--- config.mk ---
export PLATFORM = sky130hd
export DESIGN_NAME = lifb_top
export DESIGN_NICKNAME = d
export VERILOG_FILES = /design/src/logic/lifb_pkg.sv /design/src/logic/lifb_top.sv
export SDC_FILE = /design/constraint.sdc
export NUM_CORES = 1
export LEC_CHECK = 0
export BUFFER_PORTS_ARGS = -buffer_cell sky130_fd_sc_hd__buf_2
export CORE_MARGIN = 5
export CORE_UTILIZATION = 43
export DETAILED_ROUTE_END_ITERATION = 6
export GPL_ROUTABILITY_DRIVEN = 0
export PLACE_DENSITY = 0.73
export SYNTH_ARGS = -nofsm -noshare
export SYNTH_HDL_FRONTEND = slang
export SYNTH_SLANG_ARGS = --single-unit
--- constraint.sdc ---
create_clock -name clk -period 3.74 [get_ports clk]
set_input_delay 0.748 -clock clk [delete_from_list [all_inputs] [get_ports clk]]
set_output_delay 0.748 -clock clk [all_outputs]
set_load 0.02 [all_outputs]
--- src/logic/lifb_pkg.sv ---
// Constants, source bundle and field layout of the latched flag bank.
// Assumes one system clock and a simple word-wide register port.
// Contract
// - Detectors get rise flags on even bits, fall flags on odd bits, 16..25.
// - Reference-lost rising edge sets loop flag bit 8.
// - Lock rising edge sets bit 0, lock falling edge sets bit 1.
// - Six core error sources latch on rising edges into bits 21..16.
// - Memory-control hardware error rising edge sets bit 31.
// - Four core request lines latch rising edges into bits 3..0.
// - Pin n has rise flag at 14+2n and fall flag at 15+2n.
// - Event-log full rising edge sets bit 16.
// - Trace stack error sets bit 3; profiler done events set bits 1, 0.
// - Serial master stall sets bit 3, block bit 1, done bit 0.
// - Two timers latch rising edges into bits 16 and 17.
// - Alarm channels one to four latch into bits 0 to 3.
// - Live bit 10 shows the system clock is too slow.
// - Bit 3 shows boot finished; host waits for it before writing.
// - Live detector bits read 1 while a signal is detected.
// - Live loop bits: 8 reference lost, 0 locked.
// - Live core bits: watchdog 20, bus system, bus packing, nonmaskable.
// - Live bits 3..0 mirror the four core request lines.
// - Pin levels read on even bits 16..30, only for plain inputs.
// - Live bit 16 reads 1 while the event-log FIFO is full.
// - Each flag has a mask bit at the same position; 1 masks it.
// - Flags stay set until written with 1; request holds until cleared.
// - Request is the OR of all unmasked flags.
// - Masked flags still latch and read back but never raise request.
// - Each pin flag has a trigger-type bit: 0 level, 1 edge, reset 0.
`default_nettype none

package lifb_pkg;

  // ==========================================================
  // Register map
  localparam int NFLAG = 10;
  localparam int IDX_DET = 0;
  localparam int IDX_LOOP = 1;
  localparam int IDX_CORE_ERR = 2;
  localparam int IDX_CORE_REQ = 3;
  localparam int IDX_PIN = 4;
  localparam int IDX_EVLOG = 5;
  localparam int IDX_TRACE = 6;
  localparam int IDX_SERIAL = 7;
  localparam int IDX_TIMER = 8;
  localparam int IDX_ALARM = 9;
  localparam logic [17:0] FLAG_OFS [NFLAG] = '{
    18'h18020, 18'h18024, 18'h18028, 18'h18030, 18'h18038,
    18'h1803c, 18'h18040, 18'h18048, 18'h18050, 18'h18054};
  // Implemented flag bits per register; the rest read as zero
  localparam logic [31:0] FLAG_IMPL [NFLAG] = '{
    32'h03ff0000, 32'h00000103, 32'h003f0000, 32'h8000000f, 32'hffff0000,
    32'h00010000, 32'h0000000b, 32'h0000000b, 32'h00030000, 32'h0000000f};
  localparam logic [17:0] MASK_DELTA = 18'h00100;
  localparam logic [17:0] OFS_CLK_STS = 18'h18090;
  localparam logic [17:0] OFS_BOOT_STS = 18'h18094;
  localparam logic [17:0] OFS_DET_STS = 18'h180a0;
  localparam logic [17:0] OFS_LOOP_STS = 18'h180a4;
  localparam logic [17:0] OFS_CORE_ERR_STS = 18'h180a8;
  localparam logic [17:0] OFS_CORE_REQ_STS = 18'h180b0;
  localparam logic [17:0] OFS_PIN_STS = 18'h180b8;
  localparam logic [17:0] OFS_EVLOG_STS = 18'h180bc;
  localparam logic [17:0] OFS_PIN_TYPE = 18'h18238;

  // ==========================================================
  // Field positions
  localparam int DET_BASE = 16;
  localparam int REF_LOST_BIT = 8;
  localparam int LOCK_RISE_BIT = 0;
  localparam int LOCK_FALL_BIT = 1;
  localparam int CORE_ERR_BASE = 16;
  localparam int MEM_ERR_BIT = 31;
  localparam int CORE_REQ_BASE = 0;
  localparam int PIN_BASE = 16;
  localparam int FULL_BIT = 16;
  localparam int TRACE_BIT = 3;
  localparam int PROF_BASE = 0;
  localparam int STALL_BIT = 3;
  localparam int BLOCK_BIT = 1;
  localparam int DONE_BIT = 0;
  localparam int TIMER_BASE = 16;
  localparam int ALARM_BASE = 0;
  localparam int SHORT_BIT = 10;
  localparam int BOOT_BIT = 3;
  localparam int NPIN = 8;

  // ==========================================================
  // Reset values
  localparam logic [31:0] FLAG_RESET = 32'h00000000;
  localparam logic [31:0] MASK_RESET = 32'hffffffff;
  localparam logic [31:0] TYPE_RESET = 32'h00000000;

  // Event and status sources, all on the system clock
  typedef struct packed {
    logic [4:0] detect;    // 0 dyn a,1 dyn b,2 input,3 ultra a,4 ultra b
    logic ref_lost;
    logic locked;
    logic [5:0] core_err;  // 0 nmi,1 pack,2 sys,3 memctl,4 wdog,5 protect
    logic mem_ctrl_err;
    logic [3:0] core_req;
    logic event_full;
    logic trace_err;
    logic [1:0] prof_done;
    logic stall;
    logic block;
    logic done;
    logic [1:0] timer;
    logic [3:0] alarm;
    logic clk_short;
    logic boot_done;
  } lifb_src_t;

endpackage : lifb_pkg

`default_nettype wire

--- src/logic/lifb_top.sv ---
// Latched event flag bank with masks, live status and request output.
// Assumes sources are synchronous to clk except the pins, which are raw.
`default_nettype none

module lifb_top (
  input wire logic clk,
  input wire logic rst,
  input wire lifb_pkg::lifb_src_t src,
  input wire logic [7:0] pin_level,
  input wire logic [7:0] pin_is_input,
  input wire logic reg_wr,
  input wire logic reg_rd,
  input wire logic [17:0] reg_addr,
  input wire logic [31:0] reg_wdata,
  output logic [31:0] reg_rdata,
  output logic reg_rvalid,
  output logic request_output
);

  // ==========================================================
  // Pin synchroniser
  logic [7:0] pin_s1_reg;
  logic [7:0] pin_s2_reg;

  // Raw pins are asynchronous; only the second stage is read
  always_ff @(posedge clk) begin
    if (rst) begin
      pin_s1_reg <= 8'h00;
      pin_s2_reg <= 8'h00;
    end else begin
      pin_s1_reg <= pin_level;
      pin_s2_reg <= pin_s1_reg;
    end
  end

  // ==========================================================
  // Trigger vectors
  logic [31:0] trig [lifb_pkg::NFLAG];
  logic [31:0] prev_reg [lifb_pkg::NFLAG];
  logic [31:0] level_mode [lifb_pkg::NFLAG];
  logic [31:0] type_reg;
  logic prime_reg;

  // Fall flags see an inverted level so every flag is a rising trigger
  always_comb begin
    for (int k = 0; k < lifb_pkg::NFLAG; k++) begin
      trig[k] = 32'h00000000;
      level_mode[k] = 32'h00000000;
    end
    for (int i = 0; i < 5; i++) begin
      trig[lifb_pkg::IDX_DET][lifb_pkg::DET_BASE + 2 * i] = src.detect[i];
      trig[lifb_pkg::IDX_DET][lifb_pkg::DET_BASE + 2 * i + 1] = ~src.detect[i];
    end
    trig[lifb_pkg::IDX_LOOP][lifb_pkg::REF_LOST_BIT] = src.ref_lost;
    trig[lifb_pkg::IDX_LOOP][lifb_pkg::LOCK_RISE_BIT] = src.locked;
    trig[lifb_pkg::IDX_LOOP][lifb_pkg::LOCK_FALL_BIT] = ~src.locked;
    for (int i = 0; i < 6; i++) begin
      trig[lifb_pkg::IDX_CORE_ERR][lifb_pkg::CORE_ERR_BASE + i] = src.core_err[i];
    end
    trig[lifb_pkg::IDX_CORE_REQ][lifb_pkg::MEM_ERR_BIT] = src.mem_ctrl_err;
    for (int i = 0; i < 4; i++) begin
      trig[lifb_pkg::IDX_CORE_REQ][lifb_pkg::CORE_REQ_BASE + i] = src.core_req[i];
      trig[lifb_pkg::IDX_ALARM][lifb_pkg::ALARM_BASE + i] = src.alarm[i];
    end
    for (int i = 0; i < lifb_pkg::NPIN; i++) begin
      trig[lifb_pkg::IDX_PIN][lifb_pkg::PIN_BASE + 2 * i] = pin_s2_reg[i];
      trig[lifb_pkg::IDX_PIN][lifb_pkg::PIN_BASE + 2 * i + 1] = ~pin_s2_reg[i];
    end
    trig[lifb_pkg::IDX_EVLOG][lifb_pkg::FULL_BIT] = src.event_full;
    trig[lifb_pkg::IDX_TRACE][lifb_pkg::TRACE_BIT] = src.trace_err;
    trig[lifb_pkg::IDX_TRACE][lifb_pkg::PROF_BASE] = src.prof_done[0];
    trig[lifb_pkg::IDX_TRACE][lifb_pkg::PROF_BASE + 1] = src.prof_done[1];
    trig[lifb_pkg::IDX_SERIAL][lifb_pkg::STALL_BIT] = src.stall;
    trig[lifb_pkg::IDX_SERIAL][lifb_pkg::BLOCK_BIT] = src.block;
    trig[lifb_pkg::IDX_SERIAL][lifb_pkg::DONE_BIT] = src.done;
    trig[lifb_pkg::IDX_TIMER][lifb_pkg::TIMER_BASE] = src.timer[0];
    trig[lifb_pkg::IDX_TIMER][lifb_pkg::TIMER_BASE + 1] = src.timer[1];
    // Type 0 means level: the flag keeps re-setting while the level holds
    level_mode[lifb_pkg::IDX_PIN] = ~type_reg;
  end

  // Edge detection waits one cycle after reset so levels are not taken as edges
  always_ff @(posedge clk) begin
    if (rst) begin
      prime_reg <= 1'b0;
    end else begin
      prime_reg <= 1'b1;
    end
  end

  // ==========================================================
  // Address decode
  logic [lifb_pkg::NFLAG-1:0] hit_flag;
  logic [lifb_pkg::NFLAG-1:0] hit_mask;
  logic hit_type;

  // One compare per flag register and its mask twin
  always_comb begin
    for (int k = 0; k < lifb_pkg::NFLAG; k++) begin
      hit_flag[k] = (reg_addr == lifb_pkg::FLAG_OFS[k]);
      hit_mask[k] = (reg_addr == lifb_pkg::FLAG_OFS[k] + lifb_pkg::MASK_DELTA);
    end
    hit_type = (reg_addr == lifb_pkg::OFS_PIN_TYPE);
  end

  // ==========================================================
  // Flags and masks
  logic [31:0] flag_reg [lifb_pkg::NFLAG];
  logic [31:0] mask_reg [lifb_pkg::NFLAG];
  logic [31:0] pend [lifb_pkg::NFLAG];

  genvar g;
  generate
    for (g = 0; g < lifb_pkg::NFLAG; g++) begin : g_flag
      logic [31:0] set_vec;
      logic [31:0] clr_vec;
      logic [31:0] flag_next;

      // Set wins over a write-one clear landing in the same cycle
      always_comb begin
        set_vec = prime_reg ? (trig[g] & (~prev_reg[g] | level_mode[g])) : 32'h00000000;
        clr_vec = (reg_wr && hit_flag[g]) ? reg_wdata : 32'h00000000;
        flag_next = ((flag_reg[g] & ~clr_vec) | set_vec) & lifb_pkg::FLAG_IMPL[g];
        pend[g] = flag_reg[g] & ~mask_reg[g];
      end

      // Latched flags and last-seen trigger levels
      always_ff @(posedge clk) begin
        if (rst) begin
          flag_reg[g] <= lifb_pkg::FLAG_RESET;
          prev_reg[g] <= 32'h00000000;
        end else begin
          flag_reg[g] <= flag_next;
          prev_reg[g] <= trig[g];
        end
      end

      // Masks default to masked so nothing here raises request at power-up
      always_ff @(posedge clk) begin
        if (rst) begin
          mask_reg[g] <= lifb_pkg::MASK_RESET & lifb_pkg::FLAG_IMPL[g];
        end else if (reg_wr && hit_mask[g]) begin
          mask_reg[g] <= reg_wdata & lifb_pkg::FLAG_IMPL[g];
        end
      end
    end
  endgenerate

  // Trigger type for the pin flags
  always_ff @(posedge clk) begin
    if (rst) begin
      type_reg <= lifb_pkg::TYPE_RESET;
    end else if (reg_wr && hit_type) begin
      type_reg <= reg_wdata & lifb_pkg::FLAG_IMPL[lifb_pkg::IDX_PIN];
    end
  end

  // ==========================================================
  // Request output
  logic pend_any;

  // Request lags the flags by one cycle, traded for a clean flop output
  always_comb begin
    pend_any = 1'b0;
    for (int k = 0; k < lifb_pkg::NFLAG; k++) begin
      pend_any = pend_any | (|pend[k]);
    end
  end

  always_ff @(posedge clk) begin
    if (rst) begin
      request_output <= 1'b0;
    end else begin
      request_output <= pend_any;
    end
  end

  // ==========================================================
  // Read path
  logic [31:0] rd_next;

  // Live status is sampled on the read; writes to it have no target
  always_comb begin
    rd_next = 32'h00000000;
    for (int k = 0; k < lifb_pkg::NFLAG; k++) begin
      if (hit_flag[k]) begin
        rd_next = flag_reg[k];
      end
      if (hit_mask[k]) begin
        rd_next = mask_reg[k];
      end
    end
    if (hit_type) begin
      rd_next = type_reg;
    end
    case (reg_addr)
      lifb_pkg::OFS_CLK_STS: begin
        rd_next[lifb_pkg::SHORT_BIT] = src.clk_short;
      end
      lifb_pkg::OFS_BOOT_STS: begin
        rd_next[lifb_pkg::BOOT_BIT] = src.boot_done;
      end
      lifb_pkg::OFS_DET_STS: begin
        for (int i = 0; i < 5; i++) begin
          rd_next[lifb_pkg::DET_BASE + 2 * i] = src.detect[i];
        end
      end
      lifb_pkg::OFS_LOOP_STS: begin
        rd_next[lifb_pkg::REF_LOST_BIT] = src.ref_lost;
        rd_next[lifb_pkg::LOCK_RISE_BIT] = src.locked;
      end
      lifb_pkg::OFS_CORE_ERR_STS: begin
        rd_next[lifb_pkg::CORE_ERR_BASE + 4] = src.core_err[4];
        rd_next[lifb_pkg::CORE_ERR_BASE + 2] = src.core_err[2];
        rd_next[lifb_pkg::CORE_ERR_BASE + 1] = src.core_err[1];
        rd_next[lifb_pkg::CORE_ERR_BASE] = src.core_err[0];
      end
      lifb_pkg::OFS_CORE_REQ_STS: begin
        rd_next[3:0] = src.core_req;
      end
      lifb_pkg::OFS_PIN_STS: begin
        for (int i = 0; i < lifb_pkg::NPIN; i++) begin
          rd_next[lifb_pkg::PIN_BASE + 2 * i] = pin_s2_reg[i] & pin_is_input[i];
        end
      end
      lifb_pkg::OFS_EVLOG_STS: begin
        rd_next[lifb_pkg::FULL_BIT] = src.event_full;
      end
      default: begin
      end
    endcase
  end

  // Read data answers one cycle after the strobe and holds until the next
  always_ff @(posedge clk) begin
    if (rst) begin
      reg_rdata <= 32'h00000000;
      reg_rvalid <= 1'b0;
    end else begin
      reg_rvalid <= reg_rd;
      if (reg_rd) begin
        reg_rdata <= rd_next;
      end
    end
  end

  // ==========================================================
  // Checks
  property p_ref_lost_edge;
    @(posedge clk) disable iff (rst)
    prime_reg && src.ref_lost && !$past(src.ref_lost)
      |=> flag_reg[lifb_pkg::IDX_LOOP][lifb_pkg::REF_LOST_BIT];
  endproperty
  a_ref_lost_edge: assert property (p_ref_lost_edge)
    else $error("reference-lost edge not latched");

  property p_lock_fall;
    @(posedge clk) disable iff (rst)
    prime_reg && !src.locked && $past(src.locked)
      |=> flag_reg[lifb_pkg::IDX_LOOP][lifb_pkg::LOCK_FALL_BIT];
  endproperty
  a_lock_fall: assert property (p_lock_fall)
    else $error("lock fall not latched");

  property p_sticky;
    @(posedge clk) disable iff (rst)
    flag_reg[lifb_pkg::IDX_TIMER][lifb_pkg::TIMER_BASE]
      && !(reg_wr && hit_flag[lifb_pkg::IDX_TIMER])
      |=> flag_reg[lifb_pkg::IDX_TIMER][lifb_pkg::TIMER_BASE];
  endproperty
  a_sticky: assert property (p_sticky)
    else $error("timer flag dropped without a clear");

  property p_clear;
    @(posedge clk) disable iff (rst)
    reg_wr && hit_flag[lifb_pkg::IDX_ALARM] && reg_wdata[0] && !src.alarm[0]
      |=> !flag_reg[lifb_pkg::IDX_ALARM][lifb_pkg::ALARM_BASE];
  endproperty
  a_clear: assert property (p_clear)
    else $error("write one did not clear alarm flag");

  property p_request_or;
    @(posedge clk) disable iff (rst)
    1'b1 |=> request_output == $past(pend_any);
  endproperty
  a_request_or: assert property (p_request_or)
    else $error("request differs from unmasked flags");

  property p_masked_quiet;
    @(posedge clk) disable iff (rst)
    (mask_reg[lifb_pkg::IDX_PIN] == 32'hffff0000) && !pend_any
      && (flag_reg[lifb_pkg::IDX_PIN] != 32'h00000000) |=> !request_output;
  endproperty
  a_masked_quiet: assert property (p_masked_quiet)
    else $error("masked pin flag raised request");

  property p_pin_level;
    @(posedge clk) disable iff (rst)
    prime_reg && pin_s2_reg[0] && !type_reg[lifb_pkg::PIN_BASE]
      |=> flag_reg[lifb_pkg::IDX_PIN][lifb_pkg::PIN_BASE];
  endproperty
  a_pin_level: assert property (p_pin_level)
    else $error("level mode pin flag not set");

  property p_loop_read;
    @(posedge clk) disable iff (rst)
    reg_rd && reg_addr == lifb_pkg::OFS_LOOP_STS
      |=> reg_rvalid && reg_rdata[lifb_pkg::LOCK_RISE_BIT] == $past(src.locked);
  endproperty
  a_loop_read: assert property (p_loop_read)
    else $error("loop status read wrong");

  property p_reset_clear;
    @(posedge clk)
    rst |=> flag_reg[lifb_pkg::IDX_DET] == 32'h00000000 && type_reg == 32'h00000000
      && !request_output;
  endproperty
  a_reset_clear: assert property (p_reset_clear)
    else $error("state not cleared by reset");

  property p_det_fall;
    @(posedge clk) disable iff (rst)
    prime_reg && !src.detect[4] && $past(src.detect[4])
      |=> flag_reg[lifb_pkg::IDX_DET][lifb_pkg::DET_BASE + 9];
  endproperty
  a_det_fall: assert property (p_det_fall)
    else $error("top detector fall flag not latched");

  property p_mem_err;
    @(posedge clk) disable iff (rst)
    prime_reg && src.mem_ctrl_err && !$past(src.mem_ctrl_err)
      |=> flag_reg[lifb_pkg::IDX_CORE_REQ][lifb_pkg::MEM_ERR_BIT];
  endproperty
  a_mem_err: assert property (p_mem_err)
    else $error("memory control error not latched");

  property p_pin_fall;
    @(posedge clk) disable iff (rst)
    prime_reg && !pin_s2_reg[7] && $past(pin_s2_reg[7])
      |=> flag_reg[lifb_pkg::IDX_PIN][lifb_pkg::PIN_BASE + 15];
  endproperty
  a_pin_fall: assert property (p_pin_fall)
    else $error("last pin fall flag not latched");

  property p_full_edge;
    @(posedge clk) disable iff (rst)
    prime_reg && src.event_full && !$past(src.event_full)
      |=> flag_reg[lifb_pkg::IDX_EVLOG][lifb_pkg::FULL_BIT];
  endproperty
  a_full_edge: assert property (p_full_edge)
    else $error("event log full edge not latched");

  property p_timer_edge;
    @(posedge clk) disable iff (rst)
    prime_reg && src.timer[1] && !$past(src.timer[1])
      |=> flag_reg[lifb_pkg::IDX_TIMER][lifb_pkg::TIMER_BASE + 1];
  endproperty
  a_timer_edge: assert property (p_timer_edge)
    else $error("second timer edge not latched");

  property p_req_read;
    @(posedge clk) disable iff (rst)
    reg_rd && reg_addr == lifb_pkg::OFS_CORE_REQ_STS
      |=> reg_rvalid && reg_rdata[3:0] == $past(src.core_req);
  endproperty
  a_req_read: assert property (p_req_read)
    else $error("core request status read wrong");

  property p_pin_read;
    @(posedge clk) disable iff (rst)
    reg_rd && reg_addr == lifb_pkg::OFS_PIN_STS
      |=> reg_rdata[lifb_pkg::PIN_BASE] == ($past(pin_s2_reg[0]) & $past(pin_is_input[0]));
  endproperty
  a_pin_read: assert property (p_pin_read)
    else $error("first pin level read wrong");

endmodule : lifb_top

`default_nettype wire

Word-level counts from Yosys, hierarchy flattened
Memories as Yosys holds them, arrays and structs flattened.
Cells that the tools add are included.
W data, S select, Z words.
{"block": "totals", "register_bits": 67, "mem_bits_rw": 630, "input_bits": 103, "out_inout_bits": 34, "elab_cells": 321, "n_memories": 3}
{"block": "op_classes", "n_eq_ne": 29, "mux": 118, "n_bitwise": 133, "reduce_logical": 31}
{"name": "flag_reg", "words": 10, "width": 21, "rd": 10, "rd_ports_with_merged_regs": 0, "wr": 10, "line": "lifb_top.sv:108", "rtl": "logic [31:0] flag_reg [lifb_pkg::NFLAG];"}
{"name": "mask_reg", "words": 10, "width": 21, "rd": 10, "rd_ports_with_merged_regs": 0, "wr": 10, "line": "lifb_top.sv:109", "rtl": "logic [31:0] mask_reg [lifb_pkg::NFLAG];"}
{"name": "prev_reg", "words": 10, "width": 21, "rd": 10, "rd_ports_with_merged_regs": 0, "wr": 10, "line": "lifb_top.sv:39", "rtl": "logic [31:0] prev_reg [lifb_pkg::NFLAG];"}
{"cell": "$mux W32", "n": 25}
{"cell": "$mux W21", "n": 30}
{"cell": "$eq A18 B17 Y1 const B", "n": 29}
{"cell": "$not A32 Y32", "n": 15}
{"cell": "$and A32 B32 Y32", "n": 14}
{"cell": "$reduce_or A32 Y1", "n": 10}
{"cell": "$or A32 B32 Y32", "n": 3}
{"cell": "$and A26 B26 Y26", "n": 2}
{"cell": "$mux W26", "n": 2}
{"cell": "$not A26 Y26", "n": 2}
{"cell": "$and A22 B22 Y22", "n": 2}
{"cell": "$mux W22", "n": 2}
{"cell": "$not A22 Y22", "n": 2}
{"cell": "$mux W1", "n": 39}
{"cell": "$or A1 B1 Y1", "n": 39}
{"cell": "$and A18 B18 Y18", "n": 2}
{"cell": "$mux W18", "n": 2}
{"cell": "$not A18 Y18", "n": 2}
{"cell": "$and A17 B17 Y17", "n": 2}
{"cell": "$mux W17", "n": 2}
{"cell": "$not A17 Y17", "n": 2}
{"cell": "$or A26 B26 Y26", "n": 1}
{"cell": "$and A4 B4 Y4", "n": 6}
{"cell": "$mux W4", "n": 6}
{"cell": "other kinds (16)", "n": 70}

Depth between registers and ports, before layout
{"block": "logic_depth", "ltp_word": 23, "mapped_depth": 9, "ltp_nobuf": 6}

Worst setup path before layout
No wires, ideal clock.
{"block": "synth_path", "path_kind": "input port to flip-flop", "from": "in reg_addr[4]", "to": "mem mask_reg[4][10] in the netlist's numbering, enable pin", "setup_ns": 0.372, "arrival_time_ns": 2.635, "required_ns": 3.368, "slack_ns": 0.733, "cell_stages": 8, "path_buffers": 3, "path_cell_list": "buf_2 nor4bb_1 clkbuf_1 nand3_1 nor2_1 buf_2 nand2_1 nand2_1"}
{"item": "from (decl)", "line": "lifb_top.sv:13", "rtl": "input wire logic [17:0] reg_addr,"}
{"item": "to (decl)", "line": "lifb_top.sv:109"}

Worst setup path after layout
{"block": "layout_path", "from": "in reg_addr[17]", "to": "reg type_reg[18]"}
{"block": "layout_between", "elab_chain_len": 2}
{"item": "$eq A18 B17 Y1", "line": "lifb_top.sv:103", "rtl": "hit_type = (reg_addr == lifb_pkg::OFS_PIN_TYPE);"}
{"item": "$logic_and A1 B1 Y1", "line": "lifb_top.sv:153", "rtl": "end else if (reg_wr && hit_type) begin"}
{"item": "to (signal assigned)", "line": "lifb_top.sv:152", "rtl": "type_reg <= lifb_pkg::TYPE_RESET;"}
{"item": "to (signal assigned)", "line": "lifb_top.sv:154", "rtl": "type_reg <= reg_wdata & lifb_pkg::FLAG_IMPL[lifb_pkg::IDX_PIN];"}
{"item": "to (decl)", "line": "lifb_top.sv:41", "rtl": "logic [31:0] type_reg;"}
Every way passes these cells.
A chain may end at the register's enable or synchronous reset.

==> results.json <==
{
  "status": "finished clean",
  "fp.dieH_um": 159.9,
  "finalWorstSetupSlack_ns": 0.8175,
  "htree_levels": 1,
  "core_mm2": 0.02196,
  "slew_headroom": 0.5069,
  "worst-path-max-fanout": 13,
  "cts_buffers": 23,
  "dieArea_mm2": 0.02558,
  "cts.sinks": 216,
  "syn_avg_cell_area_um2": 8.886,
  "power_density_mw_per_mm2": 469.2,
  "yosys_most_used_dff": "dfxtp_1",
  "cts_setup_buffers": 0,
  "grt-ovfl-total": 0,
  "vdd_drop_max_v": 0.0003167,
  "detailed_place_hpwl_mm": 22.60,
  "finalHoldViolations": 0,
  "synth.cell_area_mm2": 0.009668,
  "critPathRequiredTime_ns": 4.13,
  "endpoint_kind": "flip-flop",
  "post_dp_cell_area_mm2": 0.01057,
  "leakage_nw": 4.211,
  "placed_cells": 1453,
  "diodes": 0,
  "max_cap_viol_count": 0,
  "drive_gt1_frac": 0.1687,
  "wl_per_cell_um": 20.90,
  "path_class": "in -> reg",
  "clk_path_buf_depth": 3,
  "synth_most_common_cell": "dfxtp_1",
  "slew_viol_final": 0,
  "rr_worst_depth": 4,
  "hp-class": "in -> reg",
  "hold_depth": 2,
  "drc_errors": 0,
  "clk_pin_slew_ns": 0.06,
  "grt_max_degree": 70,
  "antenna_found_initial": 1,
  "vias": 8850,
  "postLayoutCoreUtil": 0.5167,
  "drt_first_pass_iters": 6,
  "setup_violations": 0,
  "instances_no_fill": 1495,
  "rsz0062_at_grt": "false",
  "power_mw": 5.323,
  "ys_seq_area_frac": 0.5021,
  "startpoint_type": "input port",
  "ys_ff_latch": 216,
  "cts_tree": "yes",
  "synth_cell_types": 64,
  "pin_count": 137,
  "async_reset_ff_frac": 0,
  "skew_ns": 0.01348,
  "synth_edf_count": 53,
  "ant_nets": 0,
  "insertion_delay_ns": 0.53,
  "std_cell_rows": 54,
  "area_growth_pct": 17.35,
  "yosysTopAreaCell": "dfxtp_1",
  "crit_arrival_ns": 3.31,
  "grt_first_pass_wirelength_mm": 48.34,
  "grt_pass1_vias": 8591,
  "place_ws_ns": 0.3373,
  "initial_core_util": 0.4403,
  "ys_warn_count": 0,
  "holdBufCountCts": 0,
  "max_freq_mhz": 342.2,
  "cts.repair.resized": 0,
  "port_buffers": 115,
  "tightest_slew_ns": 0.7397,
  "grt_usage": 0.2351,
  "fin_area_mm2": 0.01135,
  "post-route-period-util": 0.7814,
  "synth_area_leaders": "dfxtp_1 (34%), edfxtp_1 (16%), nand2_1 (4.7%)",
  "fp.dieW_um": 159.9,
  "setup_tns_ns": 0,
  "layout_min_cycle_time_ns": 2.922,
  "cts_root_buffer": "clkbuf_16",
  "n_fill_cell": 2002,
  "routed_wl_mm": 31.25,
  "drtIter0Drc": 1186,
  "via_per_inst": 5.920,
  "synth_top_cell_area_share": 0.3375,
  "fin_hold_ws_ns": 0.4314,
  "yosys-top-cells-count": "dfxtp_1 (163), nand2_1 (122), nor2_1 (100)",
  "synthCells": 1088,
  "nNetsFinal": 1301
}
==> placed cells by master, fill, tap and decap left out, types with 8 or more instances in the layout <==
| cell type | Yosys | layout |
|---|---|---|
| and3_1 | 8 | 8 |
| nand3_1 | 37 | 37 |
| conb_1 | 1 | 10 |
| inv_1 | 68 | 68 |
| clkbuf_16 | 0 | 24 |
| a21oi_1 | 63 | 63 |
| a22oi_1 | 11 | 11 |
| nor2b_1 | 65 | 65 |
| buf_4 | 10 | 39 |
| buf_2 | 8 | 114 |
| o22ai_1 | 24 | 24 |
| or3_1 | 14 | 14 |
| a32oi_1 | 12 | 12 |
| dfxtp_1 | 163 | 163 |
| nand2b_1 | 15 | 15 |
| a311oi_1 | 8 | 8 |
| nor4_1 | 13 | 13 |
| nand4_1 | 22 | 22 |
| nand3b_1 | 26 | 26 |
| edfxtp_1 | 53 | 53 |
| a211oi_1 | 18 | 18 |
| nor3_1 | 28 | 27 |
| a221oi_1 | 12 | 12 |
| nand2_1 | 122 | 122 |
| nor2_1 | 100 | 100 |
| o21ai_0 | 34 | 34 |
| mux2i_1 | 10 | 10 |
==> layer usage <==
layer	GRT usage	vias up	wire, um
li1	-	4092	-
met1	0.3176	4076	12540
met2	0.3667	570	13700
met3	0.05335	110	3597
met4	0.09425	2	1407
met5	0	-	7
==> cells by family (layout without fill, tap and decap cells) <==
logic type,after synthesis,count (layout),share of synthesized area
AND/OR/NAND/NOR,480,480,0.2582
AO/OA/AOI/OAI,234,234,0.1654
flip-flops,216,216,0.5021
buffers and inverters,147,265,0.06354
multiplexers,10,10,0.01035
other,1,10,0.0003879
==> where the power goes <==
group	internal [mW]	total, mW	switching [mW]
clock	1.38	2.34	0.960
sequential	2.50	2.58	0.0785
combinational	0.147	0.406	0.259
total	4.03	5.32	1.30
==> critical path: stages <==
cell and delay, ns:
buf_2 0.11, or4b_1 0.68, nor3_1 0.37, and4_1 0.73
nand2_1 0.18, buf_4 0.24, mux2i_1 0.19, nor2_1 0.05
==> path summary, 6_finish.rpt <==
kind                     to     startpoint  slack (ns)
max            type_reg[18]   reg_addr[17]        0.82
min reg2reg   pin_s2_reg[6]  pin_s1_reg[6]        0.43
min           pin_s1_reg[3]   pin_level[3]        0.43
max reg2reg  flag_reg[1][1]      prime_reg        1.77
==> area by class of cell <==
type	count	area, um^2	area share
multi-input cells	734	4238	0.3735
flip-flops and latches	216	4855	0.4279
repair buffers	153	863.3	0.07609
clock inverters	12	123.9	0.01092
inverters	70	262.8	0.02316
well taps	280	350.3	0.03088
clock buffers	30	653.1	0.05756
(Power assumes the default switching activity.)
